[src/hdl/sec_ctrl_map.svh]
// Bit positions, reset values and counts for the serial error and mode control slice
// Function
// - Underflow enable bit 9 gates underflow error
// - Format enable bit 8 gates format error
// - Bits 7:6 read zero, writes ignored
// - Bit 5 makes master watch slave select
// - Bit 4 enables gap prescaler, master only
// - Bit 3 role select resets to slave
// - Interrupt enables reset to zero, read/write
// - Overflow enable bit 10 gates overflow error
`ifndef SEC_CTRL_MAP_SVH
`define SEC_CTRL_MAP_SVH
`define SEC_CTRL_W 11
`define SEC_BIT_OVF_IE 10
`define SEC_BIT_UNF_IE 9
`define SEC_BIT_FMT_IE 8
`define SEC_BIT_RSV_HI 7
`define SEC_BIT_RSV_LO 6
`define SEC_BIT_SS_CHK 5
`define SEC_BIT_GAP_PS 4
`define SEC_BIT_ROLE 3
`define SEC_CTRL_RESET 11'h000
`define SEC_CTRL_WMASK 11'h73f
`define SEC_PS_W 4
`define SEC_PS_DIV 4'h3
`endif

[src/hdl/sec_pkg.sv]
// Types for the serial error and mode control slice
package sec_pkg;
  typedef enum logic [1:0] {
    SEC_SLAVE = 2'b01,
    SEC_MASTER = 2'b10
  } sec_role_t;
endpackage : sec_pkg

[src/hdl/sec_gap_tick.sv]
// Frame gap tick generator with optional prescaler
`timescale 1ns/1ps
`include "sec_ctrl_map.svh"
module sec_gap_tick (
  // Clock and reset
  input wire logic clk_i,
  input wire logic resetn_i,
  input wire logic ce_i,
  // Control
  input wire logic prescale_on_i,
  // Tick out
  output logic tick_o
);
  logic [`SEC_PS_W-1:0] cnt;

  // Divide by prescaler when enabled, else tick every cycle
  always_ff @(posedge clk_i or negedge resetn_i) begin
    if (!resetn_i) begin
      cnt <= '0;
      tick_o <= 1'b0;
    end else if (ce_i) begin
      if (!prescale_on_i || cnt == `SEC_PS_DIV) begin
        cnt <= '0;
        tick_o <= 1'b1;
      end else begin
        cnt <= cnt + 4'h1;
        tick_o <= 1'b0;
      end
    end
  end
endmodule : sec_gap_tick

[src/hdl/sec_ctrl.sv]
// Serial error interrupt gating and mode control register slice
`timescale 1ns/1ps
`include "sec_ctrl_map.svh"
module sec_ctrl (
  // Clock, reset, enable
  input wire logic clk_i,
  input wire logic resetn_i,
  input wire logic ce_i,
  // Control register write and read
  input wire logic ctrl_we_i,
  input wire logic [`SEC_CTRL_W-1:0] ctrl_wdata_i,
  output logic [`SEC_CTRL_W-1:0] ctrl_rdata_o,
  // Error flags from the shifter
  input wire logic underflow_error_flag_i,
  input wire logic overflow_error_flag_i,
  input wire logic format_error_flag_i,
  // Link pin
  input wire logic slave_select_in_i,
  // Outputs to the serial unit
  output logic serial_error_interrupt_o,
  output logic role_master_o,
  output logic frame_gap_tick_o,
  output logic ss_format_error_o
);
  // Reset image of the control word; each field takes its own bit from it
  localparam logic [`SEC_CTRL_W-1:0] ctrl_reset_val = `SEC_CTRL_RESET;

  // Error sources in lane order: format, underflow, overflow
  localparam int src_n = 3;

  // Position of each lane's enable within the control word
  localparam int src_bit [src_n] = '{`SEC_BIT_FMT_IE, `SEC_BIT_UNF_IE, `SEC_BIT_OVF_IE};

  // Role taken out of reset
  localparam sec_pkg::sec_role_t role_reset =
    ctrl_reset_val[`SEC_BIT_ROLE] ? sec_pkg::SEC_MASTER : sec_pkg::SEC_SLAVE;

  // Error flags and their gating, one lane per source
  logic [src_n-1:0] err_flag;
  wire [src_n-1:0] src_enable;
  wire [src_n-1:0] src_hit;

  // Enable fields under their own names
  logic underflow_irq_enable;
  logic format_error_irq_enable;
  logic overflow_irq_enable;

  // Mode fields
  logic slave_select_check_enable;
  logic frame_gap_prescale_enable;
  logic role_select;

  // Plain storage below the role bit
  logic [`SEC_BIT_ROLE-1:0] spare_bits;

  // Role held as a one-hot state
  sec_pkg::sec_role_t role;
  sec_pkg::sec_role_t next_role;

  // Word as software reads it, before the readback flop
  logic [`SEC_CTRL_W-1:0] ctrl_word;

  // Values headed for the output flops
  logic next_irq;
  logic next_ss_error;
  logic ss_check_live;
  logic gap_prescale_on;
  logic gap_tick;

  // Flags gathered in lane order
  assign err_flag = {overflow_error_flag_i, underflow_error_flag_i, format_error_flag_i};

  // One enable flop and one gate per error source
  for (genvar s = 0; s < src_n; s++) begin : g_src
    logic enable;

    // Enable starts masked and follows each accepted write
    always_ff @(posedge clk_i or negedge resetn_i) begin
      if (!resetn_i) begin
        enable <= ctrl_reset_val[src_bit[s]];
      end else if (ce_i && ctrl_we_i) begin
        enable <= ctrl_wdata_i[src_bit[s]];
      end
    end

    // A flag reaches the interrupt only through its own enable
    assign src_enable[s] = enable;
    assign src_hit[s] = err_flag[s] & enable;
  end

  // Enables named by their source
  assign format_error_irq_enable = src_enable[0];
  assign underflow_irq_enable = src_enable[1];
  assign overflow_irq_enable = src_enable[2];

  // Slave-select watch enable; while clear the pin is ignored
  always_ff @(posedge clk_i or negedge resetn_i) begin
    if (!resetn_i) begin
      slave_select_check_enable <= ctrl_reset_val[`SEC_BIT_SS_CHK];
    end else if (ce_i && ctrl_we_i) begin
      slave_select_check_enable <= ctrl_wdata_i[`SEC_BIT_SS_CHK];
    end
  end

  // Frame gap prescaler enable; stored in any role, acts only as master
  always_ff @(posedge clk_i or negedge resetn_i) begin
    if (!resetn_i) begin
      frame_gap_prescale_enable <= ctrl_reset_val[`SEC_BIT_GAP_PS];
    end else if (ce_i && ctrl_we_i) begin
      frame_gap_prescale_enable <= ctrl_wdata_i[`SEC_BIT_GAP_PS];
    end
  end

  // Spare bits: stored and read back, nothing hangs off them
  always_ff @(posedge clk_i or negedge resetn_i) begin
    if (!resetn_i) begin
      spare_bits <= ctrl_reset_val[`SEC_BIT_ROLE-1:0];
    end else if (ce_i && ctrl_we_i) begin
      spare_bits <= ctrl_wdata_i[`SEC_BIT_ROLE-1:0];
    end
  end

  // Written role bit decoded to a state
  always_comb begin
    case (ctrl_wdata_i[`SEC_BIT_ROLE])
      1'b1: next_role = sec_pkg::SEC_MASTER;
      default: next_role = sec_pkg::SEC_SLAVE;
    endcase
  end

  // Role state: slave out of reset, then whatever software writes
  always_ff @(posedge clk_i or negedge resetn_i) begin
    if (!resetn_i) begin
      role <= role_reset;
    end else if (ce_i && ctrl_we_i) begin
      role <= next_role;
    end
  end

  // Role state to a plain master flag; a broken code falls back to slave
  always_comb begin
    case (role)
      sec_pkg::SEC_MASTER: role_select = 1'b1;
      sec_pkg::SEC_SLAVE: role_select = 1'b0;
      default: role_select = 1'b0;
    endcase
  end

  // Readback word; positions 7:6 are never filled
  always_comb begin
    ctrl_word = '0;
    ctrl_word[`SEC_BIT_OVF_IE] = overflow_irq_enable;
    ctrl_word[`SEC_BIT_UNF_IE] = underflow_irq_enable;
    ctrl_word[`SEC_BIT_FMT_IE] = format_error_irq_enable;
    ctrl_word[`SEC_BIT_SS_CHK] = slave_select_check_enable;
    ctrl_word[`SEC_BIT_GAP_PS] = frame_gap_prescale_enable;
    ctrl_word[`SEC_BIT_ROLE] = role_select;
    ctrl_word[`SEC_BIT_ROLE-1:0] = spare_bits;
  end

  // Readback from a flop; the mask keeps 7:6 at zero whatever is stored
  always_ff @(posedge clk_i or negedge resetn_i) begin
    if (!resetn_i) begin
      ctrl_rdata_o <= '0;
    end else if (ce_i) begin
      ctrl_rdata_o <= ctrl_word & `SEC_CTRL_WMASK;
    end
  end

  // Enabled sources ORed onto one interrupt
  assign next_irq = |src_hit;

  // Pin watch only counts in master mode with the check enabled
  assign ss_check_live = role_select & slave_select_check_enable;
  assign next_ss_error = ss_check_live & slave_select_in_i;

  // Prescaler gated by role so a slave never stretches its gaps
  assign gap_prescale_on = frame_gap_prescale_enable & role_select;

  // Interrupt output; a level that follows flags one cycle late
  always_ff @(posedge clk_i or negedge resetn_i) begin
    if (!resetn_i) begin
      serial_error_interrupt_o <= 1'b0;
    end else if (ce_i) begin
      serial_error_interrupt_o <= next_irq;
    end
  end

  // Role output for the serial unit
  always_ff @(posedge clk_i or negedge resetn_i) begin
    if (!resetn_i) begin
      role_master_o <= 1'b0;
    end else if (ce_i) begin
      role_master_o <= role_select;
    end
  end

  // Format error raised by the select pin while master
  always_ff @(posedge clk_i or negedge resetn_i) begin
    if (!resetn_i) begin
      ss_format_error_o <= 1'b0;
    end else if (ce_i) begin
      ss_format_error_o <= next_ss_error;
    end
  end

  // Gap tick retimed so the output comes straight from a flop
  always_ff @(posedge clk_i or negedge resetn_i) begin
    if (!resetn_i) begin
      frame_gap_tick_o <= 1'b0;
    end else if (ce_i) begin
      frame_gap_tick_o <= gap_tick;
    end
  end

  // Prescaler applies only in master mode
  sec_gap_tick u_gap (
    .clk_i(clk_i),
    .resetn_i(resetn_i),
    .ce_i(ce_i),
    .prescale_on_i(gap_prescale_on),
    .tick_o(gap_tick)
  );
endmodule : sec_ctrl

[config.mk]
export PLATFORM = sky130hd
export DESIGN_NAME = sec_ctrl
export DESIGN_NICKNAME = d
export VERILOG_FILES = /design/src/hdl/sec_pkg.sv /design/src/hdl/sec_gap_tick.sv /design/src/hdl/sec_ctrl.sv
export VERILOG_INCLUDE_DIRS = /design/src /design/src/hdl
export SDC_FILE = /design/constraint.sdc
export NUM_CORES = 1
export LEC_CHECK = 0
export BUFFER_PORTS_ARGS = -buffer_cell sky130_fd_sc_hd__buf_4
export CORE_ASPECT_RATIO = 0.6
export CORE_MARGIN = 1
export CORE_UTILIZATION = 35
export CTS_BUF_LIST = sky130_fd_sc_hd__clkbuf_16
export CTS_CLUSTER_DIAMETER = 80
export DETAILED_ROUTE_END_ITERATION = 10
export PLACE_DENSITY = 0.66
export SETUP_SLACK_MARGIN = 0.02
export SLEW_MARGIN = 20
export SYNTH_ARGS = -nofsm -noshare
export SYNTH_HDL_FRONTEND = slang
export SYNTH_SLANG_ARGS = --single-unit
[constraint.sdc]
create_clock -name clk_i -period 1.3 [get_ports clk_i]
set_input_delay 0.13 -clock clk_i [delete_from_list [all_inputs] [get_ports clk_i]]
set_output_delay 0.13 -clock clk_i [all_outputs]
set_load 0.01 [all_outputs]
==> results of run 1 <==
[power by group through the flow]
stage	clock, mW	sequential, mW	combinational, mW
final	0.677	1.04	0.388
after global routing	0.738	1.06	0.423
after CTS	0.701	1.04	0.397
after detailed placement	0	1.06	0.394
after global placement	0	1.05	0.378
after floorplan	0	1.07	0.172
[flip-flops by register name, indices dropped and copies added (netlist names)]
signal / cells
spare_bits: 3
ctrl_rdata_o: 9
ss_format_error_o: 1
slave_select_check_enable: 1
serial_error_interrupt_o: 1
role: 2
g_src.enable: 2
u_gap.cnt: 4
u_gap.tick_o: 1
frame_gap_prescale_enable: 1
format_error_irq_enable: 1
frame_gap_tick_o: 1
[final cells by class]
type,count,area (um2),share of cell area
multi-input combinational,46,389.1,0.2658
sequential,27,676.9,0.4624
timing repair buffer,33,250.2,0.1709
inverter,4,15.01,0.01026
clock buffer,3,75.07,0.05128
clock inverter,1,5.005,0.003419
tap,42,52.55,0.03590
[worst paths after layout]
path / endpoint / cells after the start
worst max-delay path: u_gap.cnt[2] / 4
worst min-delay path: role[0] / 2
worst max register to register: u_gap.cnt[2] / 4
worst min register to register: u_gap.tick_o / 1
max in group asynchronous: role[0] / 2
min in group asynchronous: u_gap.cnt[0] / 2
[logic make-up (layout without fill, tap and decap cells)]
family / after synthesis / in the layout / synth area share
muxes: 21 / 21 / 0.2099
and+or+nand+nor: 11 / 11 / 0.05501
buffers and inverters: 10 / 41 / 0.04713
DFF: 27 / 27 / 0.6072
adders and majority gates: 1 / 1 / 0.01122
AOI/OAI and AO/OA: 11 / 11 / 0.06623
other: 1 / 2 / 0.003364
[metal layers]
layer	up-vias	global-route usage
met3	4	0.05752
met4	0	0.04528
met5	-	0
met2	28	0.2468
met1	362	0.1620
li1	348	-
[critical path, stage by stage, from the launching register on]
cell and delay, ps:
sky130_fd_sc_hd__dfrtp_1 410, sky130_fd_sc_hd__ha_1 220, sky130_fd_sc_hd__nand2b_1 120, sky130_fd_sc_hd__nor2_1 50, sky130_fd_sc_hd__a32o_1 240
[through the flow]
step / utilization / power (mW) / hold slack (ps) / instance area [um2]
after floorplan: - / 1.245 / -165.6 / 1119
after global placement: 0.4662 / 1.429 / 51.43 / 1374
after detailed placement: 0.4662 / 1.451 / 61.84 / 1374
after CTS: 0.4968 / 2.142 / 39.96 / 1464
after global routing: 0.4968 / 2.219 / 43.80 / 1464
final: 0.4968 / 2.107 / 43.34 / 1464
[cell usage in the layout, fill, tap and decap left out, drive strengths merged, types with 2 or more instances in the layout]
| cell | netlist | layout |
|---|---|---|
| conb | 1 | 2 |
| dfrtp | 26 | 26 |
| buf | 6 | 32 |
| nor2 | 2 | 2 |
| mux2 | 19 | 19 |
| clkbuf | 0 | 3 |
| inv | 4 | 4 |
| a21oi | 2 | 2 |
| mux2i | 2 | 2 |
| o21ai | 4 | 4 |
| nand2 | 2 | 2 |
==> parameters.txt, run 1 <==
Parameter                              Value

Route
  Vias post-DR ... 742
  Router iterations before antenna repair ... 5
  DR WL met3 ... 134 um
  WL met1 ... 839 um
  Total length of routed wires ... 2012 um
  First DRT Iteration DRCs ... 16
  Detail-routed via count per cell ... around 4.8
  Highest layer used for signal routing ... met4
  Final ANT Viol Nets ... 0
  Met2 Wirelength ... 1015 um
  DRC violations left ... 0
  Per-cell routed wire length ... 12.90 um

Synth
  Count leader, synth ... sky130_fd_sc_hd__dfrtp_1
  Most numerous cell types in the synthesized netlist ... 26 x sky130_fd_sc_hd__dfrtp_1, 19 x sky130_fd_sc_hd__mux2_2, 4 x sky130_fd_sc_hd__inv_1, 4 x sky130_fd_sc_hd__o21ai_0
  Area leader, netlist ... sky130_fd_sc_hd__dfrtp_1
  Most common flop cell mapped by yosys ... sky130_fd_sc_hd__dfrtp_1
  Share of the synthesized area in the top cell type ... 0.5836
  Synthesized flop and latch total ... 27
  Async set-or-reset flop fraction in the synthesized netlist ... 1.000
  Mapped cell area ... 0.001115 mm2
  Biggest area contributors in the synthesized netlist ... sky130_fd_sc_hd__dfrtp_1 58%, sky130_fd_sc_hd__mux2_2 19%, sky130_fd_sc_hd__dfstp_2 2.4%, sky130_fd_sc_hd__buf_4 2.0%, sky130_fd_sc_hd__mux2i_1 1.8%
  Sequential fraction of the synthesis area ... 0.6072
  Number of synthesized flops with an enable pin ... 0
  Synthesized netlist cell count ... around 80
  Syn Area/Cell ... around 14 um2
  Yosys cell types ... 25
  Yosys warns ... 0

Placed design
  Cells after DPL ... 151
  HPWL after detailed placement ... around 1500 um
  Count of port buffers added during placement ... 29
  Worst slack at placement ... 144.7 ps
  Routability congestion estimate ... 0.7283

Power
  Reg power frac ... 0.495
  Switching Power ... 0.4945 mW
  Power per unit of standard cell area ... roughly 1400 mW/mm2
  Clk network pwr share ... 0.321
  Fraction of power spent switching nets ... 0.2347
  Portion of total power attributed to combinational logic ... 0.184
  Maximum resistive drop on vdd ... 0.6528 mV
  Leakage component of the power ... between 0.6 and 0.7 nW
  Internal Pwr Total ... 1.613 mW

Clock network
  Clock tree from TritonCTS ... done
  Clk slew on worst S/H paths ... 60 ps
  Post-cts sizing count ... 0
  Latest clock arrival within the worst-skew pair ... 260 ps
  Number of hold-repair buffers added at the cts stage ... 1
  CTS sink cnt ... 27
  Clock tree buffer depth ... 2
  H-tree level count ... 1
  Number of buffers added by the clock tree synthesis step ... 3
  Clock Root Buffer ... sky130_fd_sc_hd__clkbuf_16
  Setup Fix Bufs, Post-CTS ... 0

Layout
  Fraction of layout cells with a size suffix above 1 ... 0.4912
  Filler-free cell count of the finished design ... 156
  Area added between synthesis and finish ... 31.31%
  Net total in the final layout ... 135
  Number of antenna cells inserted ... 0
  Fill cell count ... 259

Min path
  Class of the most critical hold timing path ... primary input to register
  Hold Startpoint ... ctrl_wdata_i[3]

STA
  Max Slew Vio Count ... 0
  Final total negative setup slack ... 0 ps
  Post-layout min period ... 1167 ps
  Min setup slack post-route ... 133.3 ps
  Fin. Hold Viols ... 0
  Final Skew ... 2.620 ps
  Setup repair after global routing missed its margin ... false
  Achievable frequency ... about 860 MHz
  Number of failing setup endpoints in the final timing report ... 0
  Share of the clock period used by the worst path after layout ... 0.8975

Setup path
  Launching point of the worst reg2reg path ... u_gap.cnt[0]
  Highest net fanout along the worst path ... 3
  Worst Setup Start Kind ... register
  Critical Path AT ... between 1000 and 1500 ps
  Critical Path Source ... u_gap.cnt[0]
  R2r setup slk ... 130 ps
  Worst Setup Path Type ... register to register
  Data required time of the critical path ... 1450 ps
  Endpoint kind of the worst setup timing path ... register

GRT
  Overall track demand over capacity in global routing ... 0.1418
  Pin count of the biggest net entering global routing ... 28
  Number of global-route vias before repair ... 764
  Grt total ovfl ... 0
  Global-route wire length before repair ... 3422 um
  Initial antenna violation count ... 0

Floorplan
  Die span in y ... ~46 um
  Initial core utilization ... 0.3783
  Placement Rows ... 15
  DIE AREA ... 0.003422 mm2
  Standard cell core area ... 0.002947 mm2
  IO Count ... 34
  Die width ... 74.86 um

Job
  Maximum Capacitance Violations ... 0

Status
  Status ... completed
(Power assumes the default switching activity.)
==> run 2, diff against run 1 <==
Settings changed: CORE_UTILIZATION 35 to 49, PLACE_DENSITY 0.66 to 0.85.
Clock period 1.3 ns to 1.23 ns, I/O delays scaled along.
==> parameters.txt, run 2 (synthesized netlist as in run 1, its figures left out) <==
Parameter                              Value

Status
  Status ... completed

Layout
  Net total in the final layout ... 136
  Flip-flop count of the largest register, all copies and words added ... 9
  Fraction of layout cells with a size suffix above 1 ... 0.4957
  Commonest cells after routing, fill and taps aside ... 33 x sky130_fd_sc_hd__buf_4, 26 x sky130_fd_sc_hd__dfrtp_1, 19 x sky130_fd_sc_hd__mux2_2
  Number of antenna cells inserted ... 0
  Registers with the highest flip-flop counts ... ctrl_rdata_o: 9 flops, u_gap.cnt: 4 flops, spare_bits: 3 flops
  End-of-flow core utilization ... 0.7287
  Fill cell count ... approximately 150
  Largest register by flop count ... ctrl_rdata_o
  Area added between synthesis and finish ... 30.53%
  Leading cell type in the layout, fill and taps excluded ... sky130_fd_sc_hd__buf_4

STA
  Number of failing setup endpoints in the final timing report ... 0
  Post-layout min period ... 1140 ps
  Share of the clock period used by the worst path after layout ... 0.9270
  Final worst hold slack ... approximately 26 ps
  Fin. Hold Viols ... 0
  Achievable frequency ... 877.1 MHz
  Setup repair after global routing missed its margin ... false
  Max Slew Vio Count ... 0
  Final Skew ... 1.817 ps
  Final total negative setup slack ... 0 ps

Power
  Power consumption ... 2.235 mW
  Portion of total power attributed to combinational logic ... 0.187
  Maximum resistive drop on vdd ... 1.117 mV
  Reg power frac ... 0.495
  Clk network pwr share ... 0.318
  Power per unit of standard cell area ... between 1500 and 2000 mW/mm2
  Internal Pwr Total ... 1.707 mW
  Fraction of power spent switching nets ... 0.2365
  Leakage component of the power ... slightly below 0.7 nW
  Switching Power ... 0.5287 mW

GRT
  Grt total ovfl ... 0
  Number of global-route vias before repair ... 745
  Global-route wire length before repair ... 3360 um
  Overall track demand over capacity in global routing ... 0.1931
  Pin count of the biggest net entering global routing ... 28
  Initial antenna violation count ... 0

Clock network
  Clock Root Buffer ... sky130_fd_sc_hd__clkbuf_16
  Clock tree from TritonCTS ... done
  Number of buffers added by the clock tree synthesis step ... 3
  Clk slew on worst S/H paths ... about 60 ps
  H-tree level count ... 1
  Clock tree buffer depth ... 2
  CTS sink cnt ... 27
  Latest clock arrival within the worst-skew pair ... between 200 and 300 ps

Floorplan
  Standard cell core area ... 0.001997 mm2
  Die width ... 63.58 um
  IO Count ... 34
  Die span in y ... 38.95 um
  Initial core utilization ... 0.5583
  Placement Rows ... 12
  DIE AREA ... 0.002476 mm2

Setup path
  WP buf/inv ... 0
  Endpoint kind of the worst setup timing path ... register
  Critical path, cell by cell ... ha_2 > nand2b_1 > nor2_1 > a32o_1
  Data required time of the critical path ... 1380 ps
  Worst Setup Start Kind ... register
  Cell type group with the largest total delay on the critical path ... flip-flops
  Highest net fanout along the worst path ... 3
  Delay of the slowest critical-path stage ... a little over 400 ps
  Worst Setup Path Type ... register to register
  Critical Path AT ... ~1300 ps
  Slowest stage cell, crit path ... sky130_fd_sc_hd__dfrtp_1

Route
  Per-cell routed wire length ... 14.15 um
  Detail-routed via count per cell ... 5.175
  Final ANT Viol Nets ... 0
  First DRT Iteration DRCs ... 22
  Vias post-DR ... 740
  DRC violations left ... 0
  Total length of routed wires ... 2024 um
  Router iterations before antenna repair ... 5

Min path
  Class of the most critical hold timing path ... primary input to register

Placed design
  Routability congestion estimate ... 0.7163
  HPWL after detailed placement ... 1564 um
  Count of port buffers added during placement ... 29

Job
  Maximum Capacitance Violations ... 0
==> run 2: timing repair <==
| item | CTS | global route |
|---|---|---|
| resized for setup | 0 | 1 |
| endpoints found under the hold margin | 26 | 0 |
| buffers inserted | 0 | 1 |
| endpoints found under the setup margin | 0 | 3 |
| hold buffers | 1 | 0 |
==> run 2: cell type report <==
cell class / count / area (um2) / share of cell area
timing repair buffer: 34 / 257.7 / 0.1771
inverter: 4 / 15.01 / 0.01032
multi-input combinational: 46 / 391.6 / 0.2691
clock inverter: 1 / 3.754 / 0.002580
sequential: 27 / 676.9 / 0.4652
clock buffer: 3 / 75.07 / 0.05159
tap: 28 / 35.03 / 0.02408
==> run 2: worst paths after layout <==
path,start,end,slack [ps],depth (start not counted)
hold / removal,ctrl_wdata_i[3],role[0],30,2
setup reg to reg,u_gap.cnt[0],u_gap.cnt[2],90,4
max in group asynchronous,resetn_i,role[0],630,2
hold reg to reg,u_gap.tick_o,u_gap.tick_o,480,1
setup / recovery,u_gap.cnt[0],u_gap.cnt[2],90,4
min in group asynchronous,resetn_i,spare_bits[0],310,2
==> run 2: power groups by stage <==
stage | logic, mW | clock network (mW) | registers, mW
2_1_floorplan | 0.182 | 0 | 1.13
6_report | 0.417 | 0.711 | 1.11
3_3_place_gp | 0.398 | 0 | 1.11
3_5_place_dp | 0.413 | 0 | 1.12
4_1_cts | 0.418 | 0.727 | 1.11
5_1_grt | 0.455 | 0.757 | 1.12
==> run 2: metal layers <==
layer | wire length (um) | track usage | vias up
met3 | 120 | 0.05882 | 4
met1 | 890 | 0.2180 | 360
met5 | 0 | 0 | -
li1 | - | - | 350
met2 | 996 | 0.3670 | 26
met4 | 17 | 0.05114 | 0
==> run 2: metrics by stage <==
stage	setup slack (ps)	area (um2)	std cells
final	89.84	1455	143
after global routing	17.03	1455	143
after CTS	71.84	1445	142
after detailed placement	79.65	1356	137
after global placement	111.7	1356	137
after floorplan	147.9	1119	83
==> run 3, diff against run 2 <==
Settings changed: CORE_UTILIZATION 49 to 44, PLACE_DENSITY 0.85 to 0.81, TNS_END_PERCENT set to 1.
Clock period 1.23 ns to 1 ns, I/O delays scaled along.
==> parameters.txt, run 3 (synthesized netlist as in run 1, its figures left out) <==
Parameter                              Value

Clock network
  Latest clock arrival within the worst-skew pair ... ~250 ps
  Number of buffers added by the clock tree synthesis step ... 3
  Clock tree buffer depth ... 2
  Clock tree from TritonCTS ... done
  Clock Root Buffer ... sky130_fd_sc_hd__clkbuf_16
  H-tree level count ... 1
  CTS sink cnt ... 27
  Clk slew on worst S/H paths ... 60 ps

GRT
  Number of global-route vias before repair ... around 750
  Initial antenna violation count ... 0
  Overall track demand over capacity in global routing ... 0.1981
  Pin count of the biggest net entering global routing ... 28
  Grt total ovfl ... 0
  Global-route wire length before repair ... 3539 um

STA
  Share of the clock period used by the worst path after layout ... 1.148
  Post-layout min period ... 1148 ps
  Min setup slack post-route ... -148.1 ps
  Achievable frequency ... slightly below 900 MHz
  Number of failing setup endpoints in the final timing report ... 6
  Setup repair after global routing missed its margin ... true
  Max Slew Vio Count ... 0
  Final worst hold slack ... 7.448 ps
  Fin. Hold Viols ... 0
  Final Skew ... 2.065 ps

Layout
  Commonest cells after routing, fill and taps aside ... 37 x sky130_fd_sc_hd__buf_4, 26 x sky130_fd_sc_hd__dfrtp_1, 18 x sky130_fd_sc_hd__mux2_2
  Area added between synthesis and finish ... 36.59%
  Number of antenna cells inserted ... 0
  Flip-flop count of the largest register, all copies and words added ... 9
  Leading cell type in the layout, fill and taps excluded ... sky130_fd_sc_hd__buf_4
  Fill cell count ... 181
  Registers with the highest flip-flop counts ... ctrl_rdata_o: 9 flops, u_gap.cnt: 4 flops, spare_bits: 3 flops
  Net total in the final layout ... 141
  Fraction of layout cells with a size suffix above 1 ... 0.5417
  Largest register by flop count ... ctrl_rdata_o

Route
  Vias post-DR ... 750
  DRC violations left ... 0
  Router iterations before antenna repair ... 4
  First DRT Iteration DRCs ... 42
  Per-cell routed wire length ... approximately 15 um
  Total length of routed wires ... 2230 um
  Detail-routed via count per cell ... 5.000
  Final ANT Viol Nets ... 0

Status
  Status ... complete, but fails checks
  Violations in the final reports ... negative setup slack

Setup path
  Endpoint kind of the worst setup timing path ... register
  R2r setup slk ... -150 ps
  Reg2Reg Capture Point ... u_gap.cnt[3]
  Data required time of the critical path ... 1130 ps
  Launching point of the worst reg2reg path ... role[0]
  Worst Setup Path Type ... register to register
  Cell type group with the largest total delay on the critical path ... flip-flops
  Slowest stage cell, crit path ... sky130_fd_sc_hd__dfstp_2
  Critical Path AT ... around 1300 ps
  Delay of the slowest critical-path stage ... 540 ps
  Critical path, cell by cell ... and3b_1 > a21oi_1 > mux2i_1
  WP buf/inv ... 0
  Highest net fanout along the worst path ... 4
  Number of cells traversed by the worst register-to-register path ... 3
  Worst Setup Start Kind ... register

Min path
  Hold Crit Endpoint ... role[0]
  Worst hold path cell count ... 2
  Class of the most critical hold timing path ... primary input to register
  Hold Startpoint ... ctrl_wdata_i[3]

Power
  Reg power frac ... 0.492
  Leakage component of the power ... 0.7094 nW
  Maximum resistive drop on vdd ... around 1.2 mV
  Power per unit of standard cell area ... 1821 mW/mm2
  Switching Power ... 0.6480 mW
  Clk network pwr share ... 0.309
  Internal Pwr Total ... 2.125 mW
  Portion of total power attributed to combinational logic ... 0.199
  Fraction of power spent switching nets ... 0.2337

Floorplan
  Initial core utilization ... 0.4896
  DIE AREA ... roughly 0.0027 mm2
  Standard cell core area ... around 0.0023 mm2
  Placement Rows ... 13
  IO Count ... 34
  Die span in y ... 40.99 um
  Die width ... 66.99 um

Placed design
  Routability congestion estimate ... 0.8972
  Count of port buffers added during placement ... 29
  Worst slack at placement ... -147.4 ps
  HPWL after detailed placement ... about 1700 um

Job
  Maximum Capacitance Violations ... 0
==> run 3: cell count changes in the layout (fill, tap and decap cells not counted), sizes merged <==
cell  change
buf       +5
==> run 3: how the worst max path moves through the flow <==
stage	startpoint	end	depth (start not counted)
after floorplan	role[0]	u_gap.cnt[2]	2
after global placement	role[0]	u_gap.cnt[2]	2
after detailed placement	u_gap.cnt[0]	u_gap.cnt[2]	4
after CTS	u_gap.cnt[0]	u_gap.cnt[3]	3
after global routing	role[0]	u_gap.cnt[3]	3
final	role[0]	u_gap.cnt[3]	3
==> run 3: final cells by class <==
cell class                 count  area [um2]  area share
clock buffer                   3       75.07     0.04930
sequential                    27       676.9      0.4445
clock inverter                 1       3.754    0.002465
inverter                       4       15.01    0.009860
timing repair buffer          39       299.0      0.1964
multi-input combinational     46       415.4      0.2728
tap                           30       37.54     0.02465
==> run 3: stage by stage <==
stage	std cells	TNS (ps)	power, mW	area [um2]	utilization
floorplan	83	-181.2	1.619	1121	-
global placement	142	-362.9	1.870	1384	0.6077
detailed placement	142	-575.6	1.914	1384	0.6077
CTS	147	-717.9	2.797	1493	0.6555
global route	150	-977.7	2.933	1523	0.6687
finish	150	-605.2	2.773	1523	0.6687
==> run 3: layer usage <==
layer	track usage	vias up	routed length, um
met4	0.07979	0	29
li1	-	360	-
met5	0	-	0
met2	0.3535	25	1103
met1	0.2289	361	983
met3	0.06667	4	113
==> run 3: power groups by stage <==
stage / Sequential, mW / Clock [mW] / Combinational [mW]
floorplan: 1.39 / 0 / 0.224
global placement: 1.36 / 0 / 0.507
detailed placement: 1.38 / 0 / 0.531
CTS: 1.37 / 0.876 / 0.553
global route: 1.38 / 0.940 / 0.609
finish: 1.36 / 0.856 / 0.552
==> run 3: repair_timing <==
item                       CTS  global route
setup endpoints to repair    6             8
pin swaps                    1             1
hold endpoints to repair    26             0
hold buffers                 1             0
setup buffers                0             3
gates resized for setup      6             2
